`src/rtl/adc_seq_cfg.svh`:
```
/*
 * Constants of the converter sequence and timing block: register offsets,
 * field positions, reset values and timing counts.
 * Assumes the converter clock and the block clock are one and the same.
 */
`ifndef ADC_SEQ_CFG_SVH
`define ADC_SEQ_CFG_SVH

// ============================================================
// Register offsets
`define REG_CTRL_ONE 8'h00
`define REG_CTRL_TWO 8'h04
`define REG_CHSEL 8'h08
`define REG_STATUS 8'h0c
`define REG_MASK 8'h10
`define REG_RESULT_A 8'h14
`define REG_RESULT_B 8'h18
`define REG_STATE 8'h1c

// ============================================================
// Field positions
`define CTRL1_MODE_BIT 3
`define CTRL1_CONT_BIT 4
`define CTRL1_ACQ_LO 8
`define CTRL1_ACQ_HI 11
`define CTRL1_LEN_LO 12
`define CTRL1_LEN_HI 15
`define CTRL2_SWTRIG_BIT 0
`define CTRL2_EVEN_BIT 1
`define CTRL2_EXTEN_BIT 2
`define CTRL2_STOP_BIT 3
`define STAT_RESULT_BIT 0
`define STAT_DONE_BIT 1
`define STAT_OVERRUN_BIT 2
`define STAT_WIDTH 3

// ============================================================
// Reset values
`define CTRL1_RESET 16'h0000
`define CTRL2_RESET 16'h0000
`define CHSEL_RESET 16'h0000
`define MASK_RESET 3'h0

// ============================================================
// Timing: converter clock period and documented delays in picoseconds
`define CLK_PERIOD_PS 40000
`define TRIG_DELAY_PS 100000
`define RES_A_LAT_PS 160000
`define RES_B_LAT_PS 200000
`define TRIG_DELAY_CYC ((`TRIG_DELAY_PS + `CLK_PERIOD_PS - 1) / `CLK_PERIOD_PS)
`define RES_A_LAT_CYC ((`RES_A_LAT_PS + `CLK_PERIOD_PS - 1) / `CLK_PERIOD_PS)
`define RES_B_LAT_CYC ((`RES_B_LAT_PS + `CLK_PERIOD_PS - 1) / `CLK_PERIOD_PS)
`define GAP_SEQ_CYC 1
`define GAP_SIM_CYC 2
`define FLAG_DELAY_CYC 2

`endif

```
`src/rtl/adc_seq_pkg.sv`:
```
/*
 * Types shared by the converter sequence and timing block.
 * Assumes nothing beyond a SystemVerilog compiler.
 */
package adc_seq_pkg;

    // ============================================================
    // Sequencer states
    typedef enum logic [1:0]
    {
        ST_IDLE = 2'b00,
        ST_DELAY = 2'b01,
        ST_HOLD = 2'b10,
        ST_GAP = 2'b11
    } seq_state_type;

    // Settings caught at each trigger that starts a sequence from idle.
    typedef struct packed
    {
        logic simultaneous;
        logic continuous;
        logic [3:0] acq;
        logic [3:0] len;
    } settings_type;

    // Samples offered by the analog pipeline, one per input group.
    typedef struct packed
    {
        logic [11:0] groupA;
        logic [11:0] groupB;
    } core_sample_type;

    // Channel selection driven to the analog multiplexer.
    typedef struct packed
    {
        logic [3:0] chanA;
        logic [3:0] chanB;
        logic pair;
    } chan_select_type;

endpackage

```
`src/rtl/adc_sample_sequence_timing.sv`:
```
/*
 * Start, sample/hold timing and result capture for a 12-bit pipelined
 * converter, in sequential and simultaneous sampling modes, with a small
 * register port and a level interrupt.
 * Assumes the block clock is the converter clock and that all inputs are
 * synchronous to it; the analog core holds each sample stable on coreSample
 * when the block captures it.
 */
`timescale 1ns/1ps
`include "adc_seq_cfg.svh"

module adc_sample_sequence_timing
(
    input wire logic ref_clk,
    input wire logic rstn,
    input wire logic [7:0] regAddr,
    input wire logic [15:0] regWdata,
    input wire logic regWrite,
    input wire logic regRead,
    output logic [15:0] regRdata,
    input wire logic [1:0] eventManagerTriggers,
    input wire logic externalConversionStart,
    input wire adc_seq_pkg::core_sample_type coreSample,
    output logic sampleHold,
    output logic sampleStrobe,
    output adc_seq_pkg::chan_select_type sampleChannel,
    output logic busy,
    output logic interrupt
);

    import adc_seq_pkg::*;

    localparam logic [1:0] TRIG_WAIT = 2'(`TRIG_DELAY_CYC - 1);

    // ============================================================
    // Register state
    logic [15:0] ctrlOne;
    logic [15:0] ctrlTwo;
    logic [15:0] chanSel;
    logic [`STAT_WIDTH-1:0] status;
    logic [`STAT_WIDTH-1:0] mask;
    logic [11:0] resultA;
    logic [11:0] resultB;
    logic [15:0] next_ctrlOne;
    logic [15:0] next_ctrlTwo;
    logic [15:0] next_chanSel;
    logic [`STAT_WIDTH-1:0] next_status;
    logic [`STAT_WIDTH-1:0] next_mask;
    logic [11:0] next_resultA;
    logic [11:0] next_resultB;
    logic [15:0] next_regRdata;

    // ============================================================
    // Sequencer state
    seq_state_type state;
    seq_state_type next_state;
    settings_type held;
    settings_type next_held;
    logic [3:0] phaseCnt;
    logic [3:0] next_phaseCnt;
    logic [4:0] slotsLeft;
    logic [4:0] next_slotsLeft;
    logic [4:0] resultsLeft;
    logic [4:0] next_resultsLeft;
    logic extPrev;
    logic next_extPrev;

    // Events between the parts.
    logic swTrigger;
    logic stopReq;
    logic trigger;
    logic slotStart;
    logic strobeA;
    logic strobeB;
    logic finalResult;
    logic seqDone;
    logic [1:0] flagEvents;
    logic [1:0] flagLate;
    logic [`STAT_WIDTH-1:0] setBits;

    // ============================================================
    // Trigger sources; software pulses come from a one written to the
    // trigger bit and are never stored.
    assign swTrigger = regWrite && regAddr == `REG_CTRL_TWO
        && regWdata[`CTRL2_SWTRIG_BIT];
    assign stopReq = regWrite && regAddr == `REG_CTRL_TWO
        && regWdata[`CTRL2_STOP_BIT];
    assign trigger = swTrigger
        || (ctrlTwo[`CTRL2_EVEN_BIT] && |eventManagerTriggers)
        || (ctrlTwo[`CTRL2_EXTEN_BIT] && externalConversionStart
            && !extPrev);

    // A new slot opens on the first cycle of every sample/hold pulse.
    assign slotStart = state == ST_HOLD && phaseCnt == 4'h0;

    // ============================================================
    // Sequencer: trigger delay, hold pulse, gap, and the next slot.
    always_comb
    begin
        next_state = state;
        next_held = held;
        next_phaseCnt = phaseCnt;
        next_slotsLeft = slotsLeft;
        next_extPrev = externalConversionStart;
        sampleStrobe = 1'b0;
        case (state)
            ST_IDLE:
            begin
                if (trigger)
                begin
                    // Settings are frozen for the whole sequence.
                    next_held.simultaneous = ctrlOne[`CTRL1_MODE_BIT];
                    next_held.continuous = ctrlOne[`CTRL1_CONT_BIT];
                    next_held.acq = ctrlOne[`CTRL1_ACQ_HI:`CTRL1_ACQ_LO];
                    next_held.len = ctrlOne[`CTRL1_LEN_HI:`CTRL1_LEN_LO];
                    next_slotsLeft = {1'b0,
                        ctrlOne[`CTRL1_LEN_HI:`CTRL1_LEN_LO]};
                    next_phaseCnt = 4'h0;
                    next_state = ST_DELAY;
                end
            end
            ST_DELAY:
            begin
                // The half cycle rounds up to whole converter clocks.
                if (phaseCnt[1:0] == TRIG_WAIT)
                begin
                    next_phaseCnt = 4'h0;
                    next_state = ST_HOLD;
                end
                else
                begin
                    next_phaseCnt = phaseCnt + 4'h1;
                end
            end
            ST_HOLD:
            begin
                // Pulse lasts one plus the prescale, 1 to 16 clocks.
                if (phaseCnt == held.acq)
                begin
                    // Falling edge: the channel or both pair channels are
                    // sampled together here.
                    sampleStrobe = 1'b1;
                    next_phaseCnt = 4'h0;
                    next_state = ST_GAP;
                end
                else
                begin
                    next_phaseCnt = phaseCnt + 4'h1;
                end
            end
            ST_GAP:
            begin
                // The gap sets the slot period to 2 or 3 plus the prescale.
                if (phaseCnt == (held.simultaneous ?
                    4'(`GAP_SIM_CYC - 1) : 4'(`GAP_SEQ_CYC - 1)))
                begin
                    next_phaseCnt = 4'h0;
                    if (stopReq)
                    begin
                        next_state = ST_IDLE;
                    end
                    else if (slotsLeft != 5'h0)
                    begin
                        next_slotsLeft = slotsLeft - 5'h1;
                        next_state = ST_HOLD;
                    end
                    else if (held.continuous)
                    begin
                        next_slotsLeft = {1'b0, held.len};
                        next_state = ST_HOLD;
                    end
                    else
                    begin
                        next_state = ST_IDLE;
                    end
                end
                else
                begin
                    next_phaseCnt = phaseCnt + 4'h1;
                end
            end
            default:
            begin
                next_state = ST_IDLE;
            end
        endcase
    end

    always_ff @(posedge ref_clk)
    begin
        if (!rstn)
        begin
            state <= ST_IDLE;
            held <= '0;
            phaseCnt <= 4'h0;
            slotsLeft <= 5'h0;
            extPrev <= 1'b0;
        end
        else
        begin
            state <= next_state;
            held <= next_held;
            phaseCnt <= next_phaseCnt;
            slotsLeft <= next_slotsLeft;
            extPrev <= next_extPrev;
        end
    end

    // ============================================================
    // Result latency from the start of each slot; the pipeline lets slots
    // overlap because each slot carries its own delayed strobe.
    pulse_delay #(.DEPTH(`RES_A_LAT_CYC - 1), .WIDTH(1)) delayA
    (
        .ref_clk(ref_clk),
        .rstn(rstn),
        .pulseIn(slotStart),
        .pulseOut(strobeA)
    );

    pulse_delay #(.DEPTH(`RES_B_LAT_CYC - 1), .WIDTH(1)) delayB
    (
        .ref_clk(ref_clk),
        .rstn(rstn),
        .pulseIn(slotStart && held.simultaneous),
        .pulseOut(strobeB)
    );

    // The last result of a slot is group A alone, or group B of a pair.
    assign finalResult = held.simultaneous ? strobeB : strobeA;
    assign seqDone = finalResult && resultsLeft == 5'h0;
    assign flagEvents = {seqDone, finalResult};

    // Flags trail the result register update by a fixed number of cycles.
    pulse_delay #(.DEPTH(`FLAG_DELAY_CYC), .WIDTH(2)) delayFlag
    (
        .ref_clk(ref_clk),
        .rstn(rstn),
        .pulseIn(flagEvents),
        .pulseOut(flagLate)
    );

    // ============================================================
    // Result capture and count of results still owed in a pass.
    always_comb
    begin
        next_resultA = resultA;
        next_resultB = resultB;
        next_resultsLeft = resultsLeft;
        if (strobeA)
        begin
            next_resultA = coreSample.groupA;
        end
        if (strobeB)
        begin
            next_resultB = coreSample.groupB;
        end
        if (state == ST_IDLE && trigger)
        begin
            next_resultsLeft = {1'b0, ctrlOne[`CTRL1_LEN_HI:`CTRL1_LEN_LO]};
        end
        else if (finalResult)
        begin
            next_resultsLeft = resultsLeft == 5'h0 ? {1'b0, held.len}
                : resultsLeft - 5'h1;
        end
    end

    always_ff @(posedge ref_clk)
    begin
        if (!rstn)
        begin
            resultA <= 12'h000;
            resultB <= 12'h000;
            resultsLeft <= 5'h00;
        end
        else
        begin
            resultA <= next_resultA;
            resultB <= next_resultB;
            resultsLeft <= next_resultsLeft;
        end
    end

    // ============================================================
    // Register port, status flags and read data.
    always_comb
    begin
        next_ctrlOne = ctrlOne;
        next_ctrlTwo = ctrlTwo;
        next_chanSel = chanSel;
        next_mask = mask;
        setBits = '0;
        setBits[`STAT_RESULT_BIT] = flagLate[0];
        setBits[`STAT_DONE_BIT] = flagLate[1];
        setBits[`STAT_OVERRUN_BIT] = trigger && state != ST_IDLE;
        next_status = status;
        if (regWrite)
        begin
            case (regAddr)
                `REG_CTRL_ONE: next_ctrlOne = regWdata;
                `REG_CTRL_TWO: next_ctrlTwo = regWdata
                    & ~(16'h0001 << `CTRL2_SWTRIG_BIT)
                    & ~(16'h0001 << `CTRL2_STOP_BIT);
                `REG_CHSEL: next_chanSel = regWdata;
                `REG_STATUS: next_status = status
                    & ~regWdata[`STAT_WIDTH-1:0];
                `REG_MASK: next_mask = regWdata[`STAT_WIDTH-1:0];
                default: next_status = status;
            endcase
        end
        // A set in the same cycle as a clear keeps the flag.
        next_status = next_status | setBits;
        next_regRdata = 16'h0000;
        if (regRead)
        begin
            case (regAddr)
                `REG_CTRL_ONE: next_regRdata = ctrlOne;
                `REG_CTRL_TWO: next_regRdata = ctrlTwo;
                `REG_CHSEL: next_regRdata = chanSel;
                `REG_STATUS: next_regRdata = {13'h0000, status};
                `REG_MASK: next_regRdata = {13'h0000, mask};
                `REG_RESULT_A: next_regRdata = {4'h0, resultA};
                `REG_RESULT_B: next_regRdata = {4'h0, resultB};
                `REG_STATE: next_regRdata = {9'h000, slotsLeft, state};
                default: next_regRdata = 16'h0000;
            endcase
        end
    end

    always_ff @(posedge ref_clk)
    begin
        if (!rstn)
        begin
            ctrlOne <= `CTRL1_RESET;
            ctrlTwo <= `CTRL2_RESET;
            chanSel <= `CHSEL_RESET;
            status <= '0;
            mask <= `MASK_RESET;
            regRdata <= 16'h0000;
        end
        else
        begin
            ctrlOne <= next_ctrlOne;
            ctrlTwo <= next_ctrlTwo;
            chanSel <= next_chanSel;
            status <= next_status;
            mask <= next_mask;
            regRdata <= next_regRdata;
        end
    end

    // ============================================================
    // Outputs. A pair always uses the same index in both groups, so the
    // group B channel is derived from the group A index.
    assign sampleHold = state == ST_HOLD;
    assign sampleChannel.pair = held.simultaneous;
    assign sampleChannel.chanA = held.simultaneous ?
        {1'b0, chanSel[2:0]} : chanSel[3:0];
    assign sampleChannel.chanB = {1'b1, chanSel[2:0]};
    assign busy = state != ST_IDLE;
    assign interrupt = |(status & mask);

endmodule

```
`src/rtl/pulse_delay.sv`:
```
/*
 * Fixed delay line that carries a group of pulses a set number of cycles.
 * Assumes one clock and a synchronous active-low reset.
 */
`timescale 1ns/1ps

module pulse_delay #(
    parameter int DEPTH = 4,
    parameter int WIDTH = 1
)
(
    input wire logic ref_clk,
    input wire logic rstn,
    input wire logic [WIDTH-1:0] pulseIn,
    output logic [WIDTH-1:0] pulseOut
);

    logic [WIDTH-1:0] stage [DEPTH];
    logic [WIDTH-1:0] next_stage [DEPTH];

    // ============================================================
    // Shift the pulses one stage per cycle.
    always_comb
    begin
        next_stage[0] = pulseIn;
        for (int i = 1; i < DEPTH; i++)
        begin
            next_stage[i] = stage[i-1];
        end
    end

    always_ff @(posedge ref_clk)
    begin
        for (int i = 0; i < DEPTH; i++)
        begin
            if (!rstn)
            begin
                stage[i] <= '0;
            end
            else
            begin
                stage[i] <= next_stage[i];
            end
        end
    end

    assign pulseOut = stage[DEPTH-1];

endmodule

```
`config.mk`:
```
export PLATFORM = sky130hd
export DESIGN_NAME = adc_sample_sequence_timing
export DESIGN_NICKNAME = d
export VERILOG_FILES = /design/src/rtl/adc_seq_pkg.sv /design/src/rtl/adc_sample_sequence_timing.sv /design/src/rtl/pulse_delay.sv
export VERILOG_INCLUDE_DIRS = /design/src /design/src/rtl
export SDC_FILE = /design/constraint.sdc
export NUM_CORES = 1
export LEC_CHECK = 0
export BUFFER_PORTS_ARGS = -buffer_cell sky130_fd_sc_hd__clkbuf_2
export CAP_MARGIN = 10
export CORE_ASPECT_RATIO = 1.2
export CORE_MARGIN = 2
export CORE_UTILIZATION = 50
export CTS_BUF_LIST = sky130_fd_sc_hd__clkbuf_4 sky130_fd_sc_hd__clkbuf_8
export DETAILED_ROUTE_END_ITERATION = 8
export PLACE_DENSITY_LB_ADDON = 0.25
export SLEW_MARGIN = 40
export SYNTH_ARGS = -nofsm -noshare
export SYNTH_HDL_FRONTEND = slang
export SYNTH_HIERARCHICAL = 1
export SYNTH_SLANG_ARGS = --single-unit
export TNS_END_PERCENT = 5
```
`constraint.sdc`:
```
create_clock -name ref_clk -period 3.6 [get_ports ref_clk]
set_input_delay 0.18 -clock ref_clk [delete_from_list [all_inputs] [get_ports ref_clk]]
set_output_delay 0.18 -clock ref_clk [all_outputs]
set_load 0.01 [all_outputs]
```
# Word level (Yosys, flattened, before mapping)
# Memories as Yosys holds them, arrays and structs flattened.
# Cells that the tools add are included.
# classes
bitwise_logic	14
addsub	3
mux	41
n_eq_ne	19
reduce_logical	33
# op_table
op	n
$pmux 16 s8	1
$eq 8x5->1 const B	4
$mux 5	6
$mux 4	7
$mux 2	9
$eq 8x4->1 const B	2
$pmux 4 s4	1
$mux 1	13
$reduce_and 2->1	6
$logic_and 1x1->1	11
$pmux 5 s2	1
$sub 5x1->5 const B	2
$or 1x1->1	9
$eq 8x3->1 const B	1
$logic_not 8->1	1
$ne 2x2->1 const B	4
$pmux 2 s4	1
$and 3x3->3	2
$eq 2x2->1 const B	3
$mux 3	2
$reduce_bool 2->1	3
$logic_not 5->1	1
$reduce_and 5->1	1
$reduce_bool 5->1	1
16 further kinds	18
# totals
regBits	119
n_memories	3
out_inout_bits	29
mem_bits_rw	11
elab_cells	131
input_bits	55
# memory_table
memory	depth	width	read_ports	rd_clocked_by_memory_dff	wr	line	rtl
delayB.stage	4	1	4	0	4	pulse_delay.sv:18	logic [WIDTH-1:0] stage [DEPTH];
delayFlag.stage	2	2	2	0	2	pulse_delay.sv:18	
delayA.stage	3	1	3	0	3	pulse_delay.sv:18	

# Logic depth before layout (Yosys ltp)
# depth
ltp_word	7
mapped_depth	8
depth_no_buf	7

# Cells and area by module
# The synthesis kept the hierarchy.
# by_module_without_submodules
mod	cells_per_inst	instances	area_each_um2
adc_sample_sequence_timing	610	1	5617.9
pulse_delay at delayB ...	8	2	105.1
pulse_delay at delayA	6	1	78.8

# Worst setup path after synthesis
# Ideal clock, no wire load.
# synth_timing
path_kind	reg2reg
from	reg slotsLeft[0]
to	reg slotsLeft[0]
arrival_ps	1950
n_path_buf	1
synth_period_minus_slack_ps	2066
stages_incl_launch_ff	9
setup_slack_ps	1534
t_required_ps	3484
path_cell_list	dfxtp_1 inv_1 ha_1 or3b_1 or3_1 and3_4 or2_1 buf_6 o211a_1
# synth_via
elab_chain_cells	5
word_cells_on_any_way	8
cone_classes	add/sub (1); eq/ne (1); mux (4); reduce/logical (2)
# synth_rtl
element	line	rtl
from (decl)	adc_sample_sequence_timing.sv:61	logic [4:0] slotsLeft;
from (signal assigned)	adc_sample_sequence_timing.sv:204	slotsLeft <= next_slotsLeft;
$sub 5x1->5 or $reduce_bool 5->1 (tied branches)	adc_sample_sequence_timing.sv:164, adc_sample_sequence_timing.sv:162	
$mux 5	adc_sample_sequence_timing.sv:162	else if (slotsLeft != 5'h0)
$mux 5	adc_sample_sequence_timing.sv:158	if (stopReq)
$mux 5	adc_sample_sequence_timing.sv:154	if (phaseCnt == (held.simultaneous ?
$pmux 5 s2	adc_sample_sequence_timing.sv:106	case (state)
# Parallel ways exist; a longest one is shown, timed or not. The select of a mux whose other input is x is not followed.
# A chain may end at the register's enable or synchronous reset.

# Worst setup path after layout
# layout_timing
from	reg phaseCnt[0]
to	out sampleStrobe
# layout_via
elab_chain_cells	3
# layout_rtl
element	line	rtl
from (decl)	adc_sample_sequence_timing.sv:59	logic [3:0] phaseCnt;
from (signal assigned)	adc_sample_sequence_timing.sv:203	phaseCnt <= next_phaseCnt;
$eq 4x4->1	adc_sample_sequence_timing.sv:138	if (phaseCnt == held.acq)
$mux 1	adc_sample_sequence_timing.sv:138	
$mux 1	adc_sample_sequence_timing.sv:106	
to (decl)	adc_sample_sequence_timing.sv:25	output logic sampleStrobe,
# No other way between the ends.

==> results_dict.tcl <==
set metrics [dict create \
    fin_skew_ns 0.01078 \
    drc 0 \
    synth.distinct_cells 64 \
    crit_slowest_cell "nor4_1" \
    p_sw_share_pct 23.56 \
    power_frac_comb_pct 5.6 \
    post_cts_resized 0 \
    rrSetupSlack_ns 1.44 \
    dr.pass1.iters 4 \
    min_period_ns 2.220 \
    grt_max_degree 61 \
    cp.arrival_ns 2.04 \
    gp_congestion 0.8790 \
    fin_setup_tns_ns 0 \
    synth_nets 693 \
    cts_tree "yes" \
    start_kind "flop" \
    max_slew_margin_pct 51.05 \
    synth_top_cells_by_area "dfxtp_1, mux2i_1, nor2b_1" \
    start_util_pct 51.07 \
    worstPathRequired_ns 3.42 \
    crit_fanout 7 \
    worstReg2RegEnd "slotsLeft[0]" \
    crit_type "flop to output pin" \
    rows 43 \
    dp.cells 841 \
    setup_viol 0 \
    syn_to_final_growth_pct 18.75 \
    dp_hpwl_um 10410 \
    vdd_drop_max_mv 0.1702 \
    drtIter0Drc 235 \
    fin_ws_ns 1.380 \
    clkPwrFrac_pct 43.4 \
    synth_edf_count 0 \
    nets 785 \
    reg2reg_from "slotsLeft[0]" \
    cts_max_path_buffers 2 \
    grt_setup_unrepaired "no" \
    cts.sinks 130 \
    p_switching_w 0.0006699 \
    synth_top_cell_by_area "dfxtp_1" \
    drv_cap 0 \
    die_w_um 103.2 \
    ant_nets 0 \
    crit_chain "xor2_1 -> nor4_1 -> and2_1 -> clkbuf_2" \
    insertion_delay_ns 0.44 \
    worstMarginPinSlew_ns 0.7286 \
    via_per_inst 5.379 \
    avgSynthCellArea_um2 9.346 \
    num-fill-cells 1004 \
    grt_first_pass_wirelength_um 22800 \
    netlist_area_mm2 0.005907 \
    cellLeakagePower_nw 2.823 \
    synthArstFlopShare_pct 0 \
    routed_wirelength_um 14440 \
    h-tree-depth 4 \
    synth_top_area_share_pct 44.06 \
    outcome "complete, no violations" \
    first_global_vias 4666 \
    antenna_found_initial 0 \
    final_area_mm2 0.007014 \
    finalNonFillerCells 894 \
    place_ws_ns 1.364 \
    crit_path_end "sampleStrobe" \
    postPlaceCellArea_mm2 0.006400 \
    antenna_cells 0 \
    seq_area_frac_synth_pct 44.06 \
    grt-ovfl-total 0 \
    final_max_slew_viol_count 0 \
    critPathLaunch "phaseCnt[0]" \
    rr_worst_depth 7 \
    design.core.area_mm2 0.01157 \
    ys_ff_latch 130 \
    vias 4809 \
    fin_crit_sh_pct 61.67 \
    slowest_delay_ns 0.64 \
    cts_buffers 17 \
    grtUsageTotal_pct 23.38 \
    hp-class "input port to flop" \
    drive_above_1_share_pct 19.81 \
    ys_warn_count 6 \
    fmax_mhz 450.4 \
    synth.most_common_cell "dfxtp_1" \
    synth_ff_type "dfxtp_1" \
    io_pins 84 \
    cts-root-buf "clkbuf_8" \
    design.die.area_mm2 0.01270 \
    hold_violations 0 \
    internal_power_w 0.002173 \
    synth_common_cells "dfxtp_1, nand2_1, mux2i_1" \
    seqPwrFrac_pct 51.0 \
    port_buffers 82 \
    power.density_mw_per_mm2 405.3 \
    cp-end-kind "output pin" \
    wl_per_cell_um 16.15 \
    die_h_um 123.1 \
    clk_pin_slew_ns 0.08 \
    synth_cells 632 \
]
-- final cells by class --
type | count | area, um^2 | area share (%)
clock inverters | 12 | 132.6 | 1.891
repair buffers | 114 | 703.2 | 10.02
clock buffers | 20 | 269.0 | 3.835
multi-input cells | 446 | 3054 | 43.54
flip-flops and latches | 130 | 2603 | 37.10
well taps | 157 | 196.4 | 2.801
inverters | 15 | 56.30 | 0.8027
-- through the flow --
stage,utilization (%),total power [W],hold slack [ns]
6_report,60.64,0.002843,0.01279
5_1_grt,60.64,0.002935,0.01371
4_1_cts,60.62,0.002863,0.001770
3_5_place_dp,55.33,0.001620,0.4158
3_3_place_gp,55.27,0.001616,0.4100
2_1_floorplan,-,0.001557,0.3017
-- repair_timing --
action | CTS | global route
hold buffers | 21 | 0
buffers inserted | 0 | 0
endpoints found under the hold margin | 21 | 0
-- flip-flops by register name, indices dropped and copies added, names as in the netlist, 5 cells and up --
| name | flops |
|---|---|
| ctrlOne | 16 |
| slotsLeft | 5 |
| ctrlTwo | 14 |
| resultB | 12 |
| held | 9 |
| chanSel | 16 |
| resultsLeft | 5 |
| regRdata | 16 |
| resultA | 12 |
-- power groups by stage --
stage / sequential [W] / combinational (W) / clock (W)
floorplan: 0.00148 / 0.0000794 / 0
global route: 0.00145 / 0.000172 / 0.00131
global placement: 0.00148 / 0.000135 / 0
CTS: 0.00145 / 0.000158 / 0.00126
finish: 0.00145 / 0.000159 / 0.00124
detailed placement: 0.00148 / 0.000139 / 0
-- worst min-delay path by stage --
| stage | startpoint | endpoint | slack [ns] | cells past startpoint |
|---|---|---|---|---|
| finish | coreSample[0] | resultB[0] | 0.01 | 3 |
| detailed placement | externalConversionStart | extPrev | 0.42 | 2 |
| global placement | externalConversionStart | extPrev | 0.41 | 2 |
| CTS | coreSample[19] | resultA[7] | 0.002 | 3 |
| floorplan | rstn | delayA/stage[0] | 0.30 | 1 |
| global route | coreSample[1] | resultB[1] | 0.01 | 3 |
-- critical path: cells and delay by family, from the launching register on --
kind	cells	cell delay, ns
XOR/XNOR	1	0.11
buffers and inverters	1	0.13
flip-flops	1	0.51
AND/OR/NAND/NOR	2	0.86
-- cells in the final DEF (no fill, tap or decap), types with 5 or more instances in the layout --
cell / count
o21ai_0: 14
dfxtp_1: 130
mux2_2: 8
mux2i_1: 67
clkinvlp_4: 6
xor2_1: 5
inv_1: 15
nand3_1: 10
dlygate4sd3_1: 21
buf_4: 11
and2_1: 16
nor2b_1: 63
a22oi_1: 13
nand2_1: 77
nand4_1: 7
a21boi_0: 28
clkbuf_2: 82
nor2_1: 31
a21boi_1: 6
a21oi_1: 24
ha_1: 6
clkbuf_8: 19
-- kinds of logic (layout without fill, tap and decap cells) --
logic type / Yosys count / after routing / share of synthesized area [%]
other: 1 / 1 / 0.06348
XOR/XNOR: 6 / 6 / 0.8896
multiplexers: 78 / 78 / 14.02
flip-flops: 130 / 130 / 44.06
buffers and inverters: 56 / 161 / 4.385
adder cells (fa/ha/maj): 6 / 6 / 1.271
AND/OR/NAND/NOR: 236 / 236 / 21.08
AO/OA/AOI/OAI: 119 / 119 / 14.23
-- per-layer routing --
metal  vias to the layer above  track usage [%]  part of all wire [%]
met2                       133            40.34                    50
met5                         -                0                     0
met3                        26            4.692                   4.6
met4                         0            8.224                   1.7
li1                       2373                -                     -
met1                      2277            28.79                    44
(Power assumes the default switching activity.)
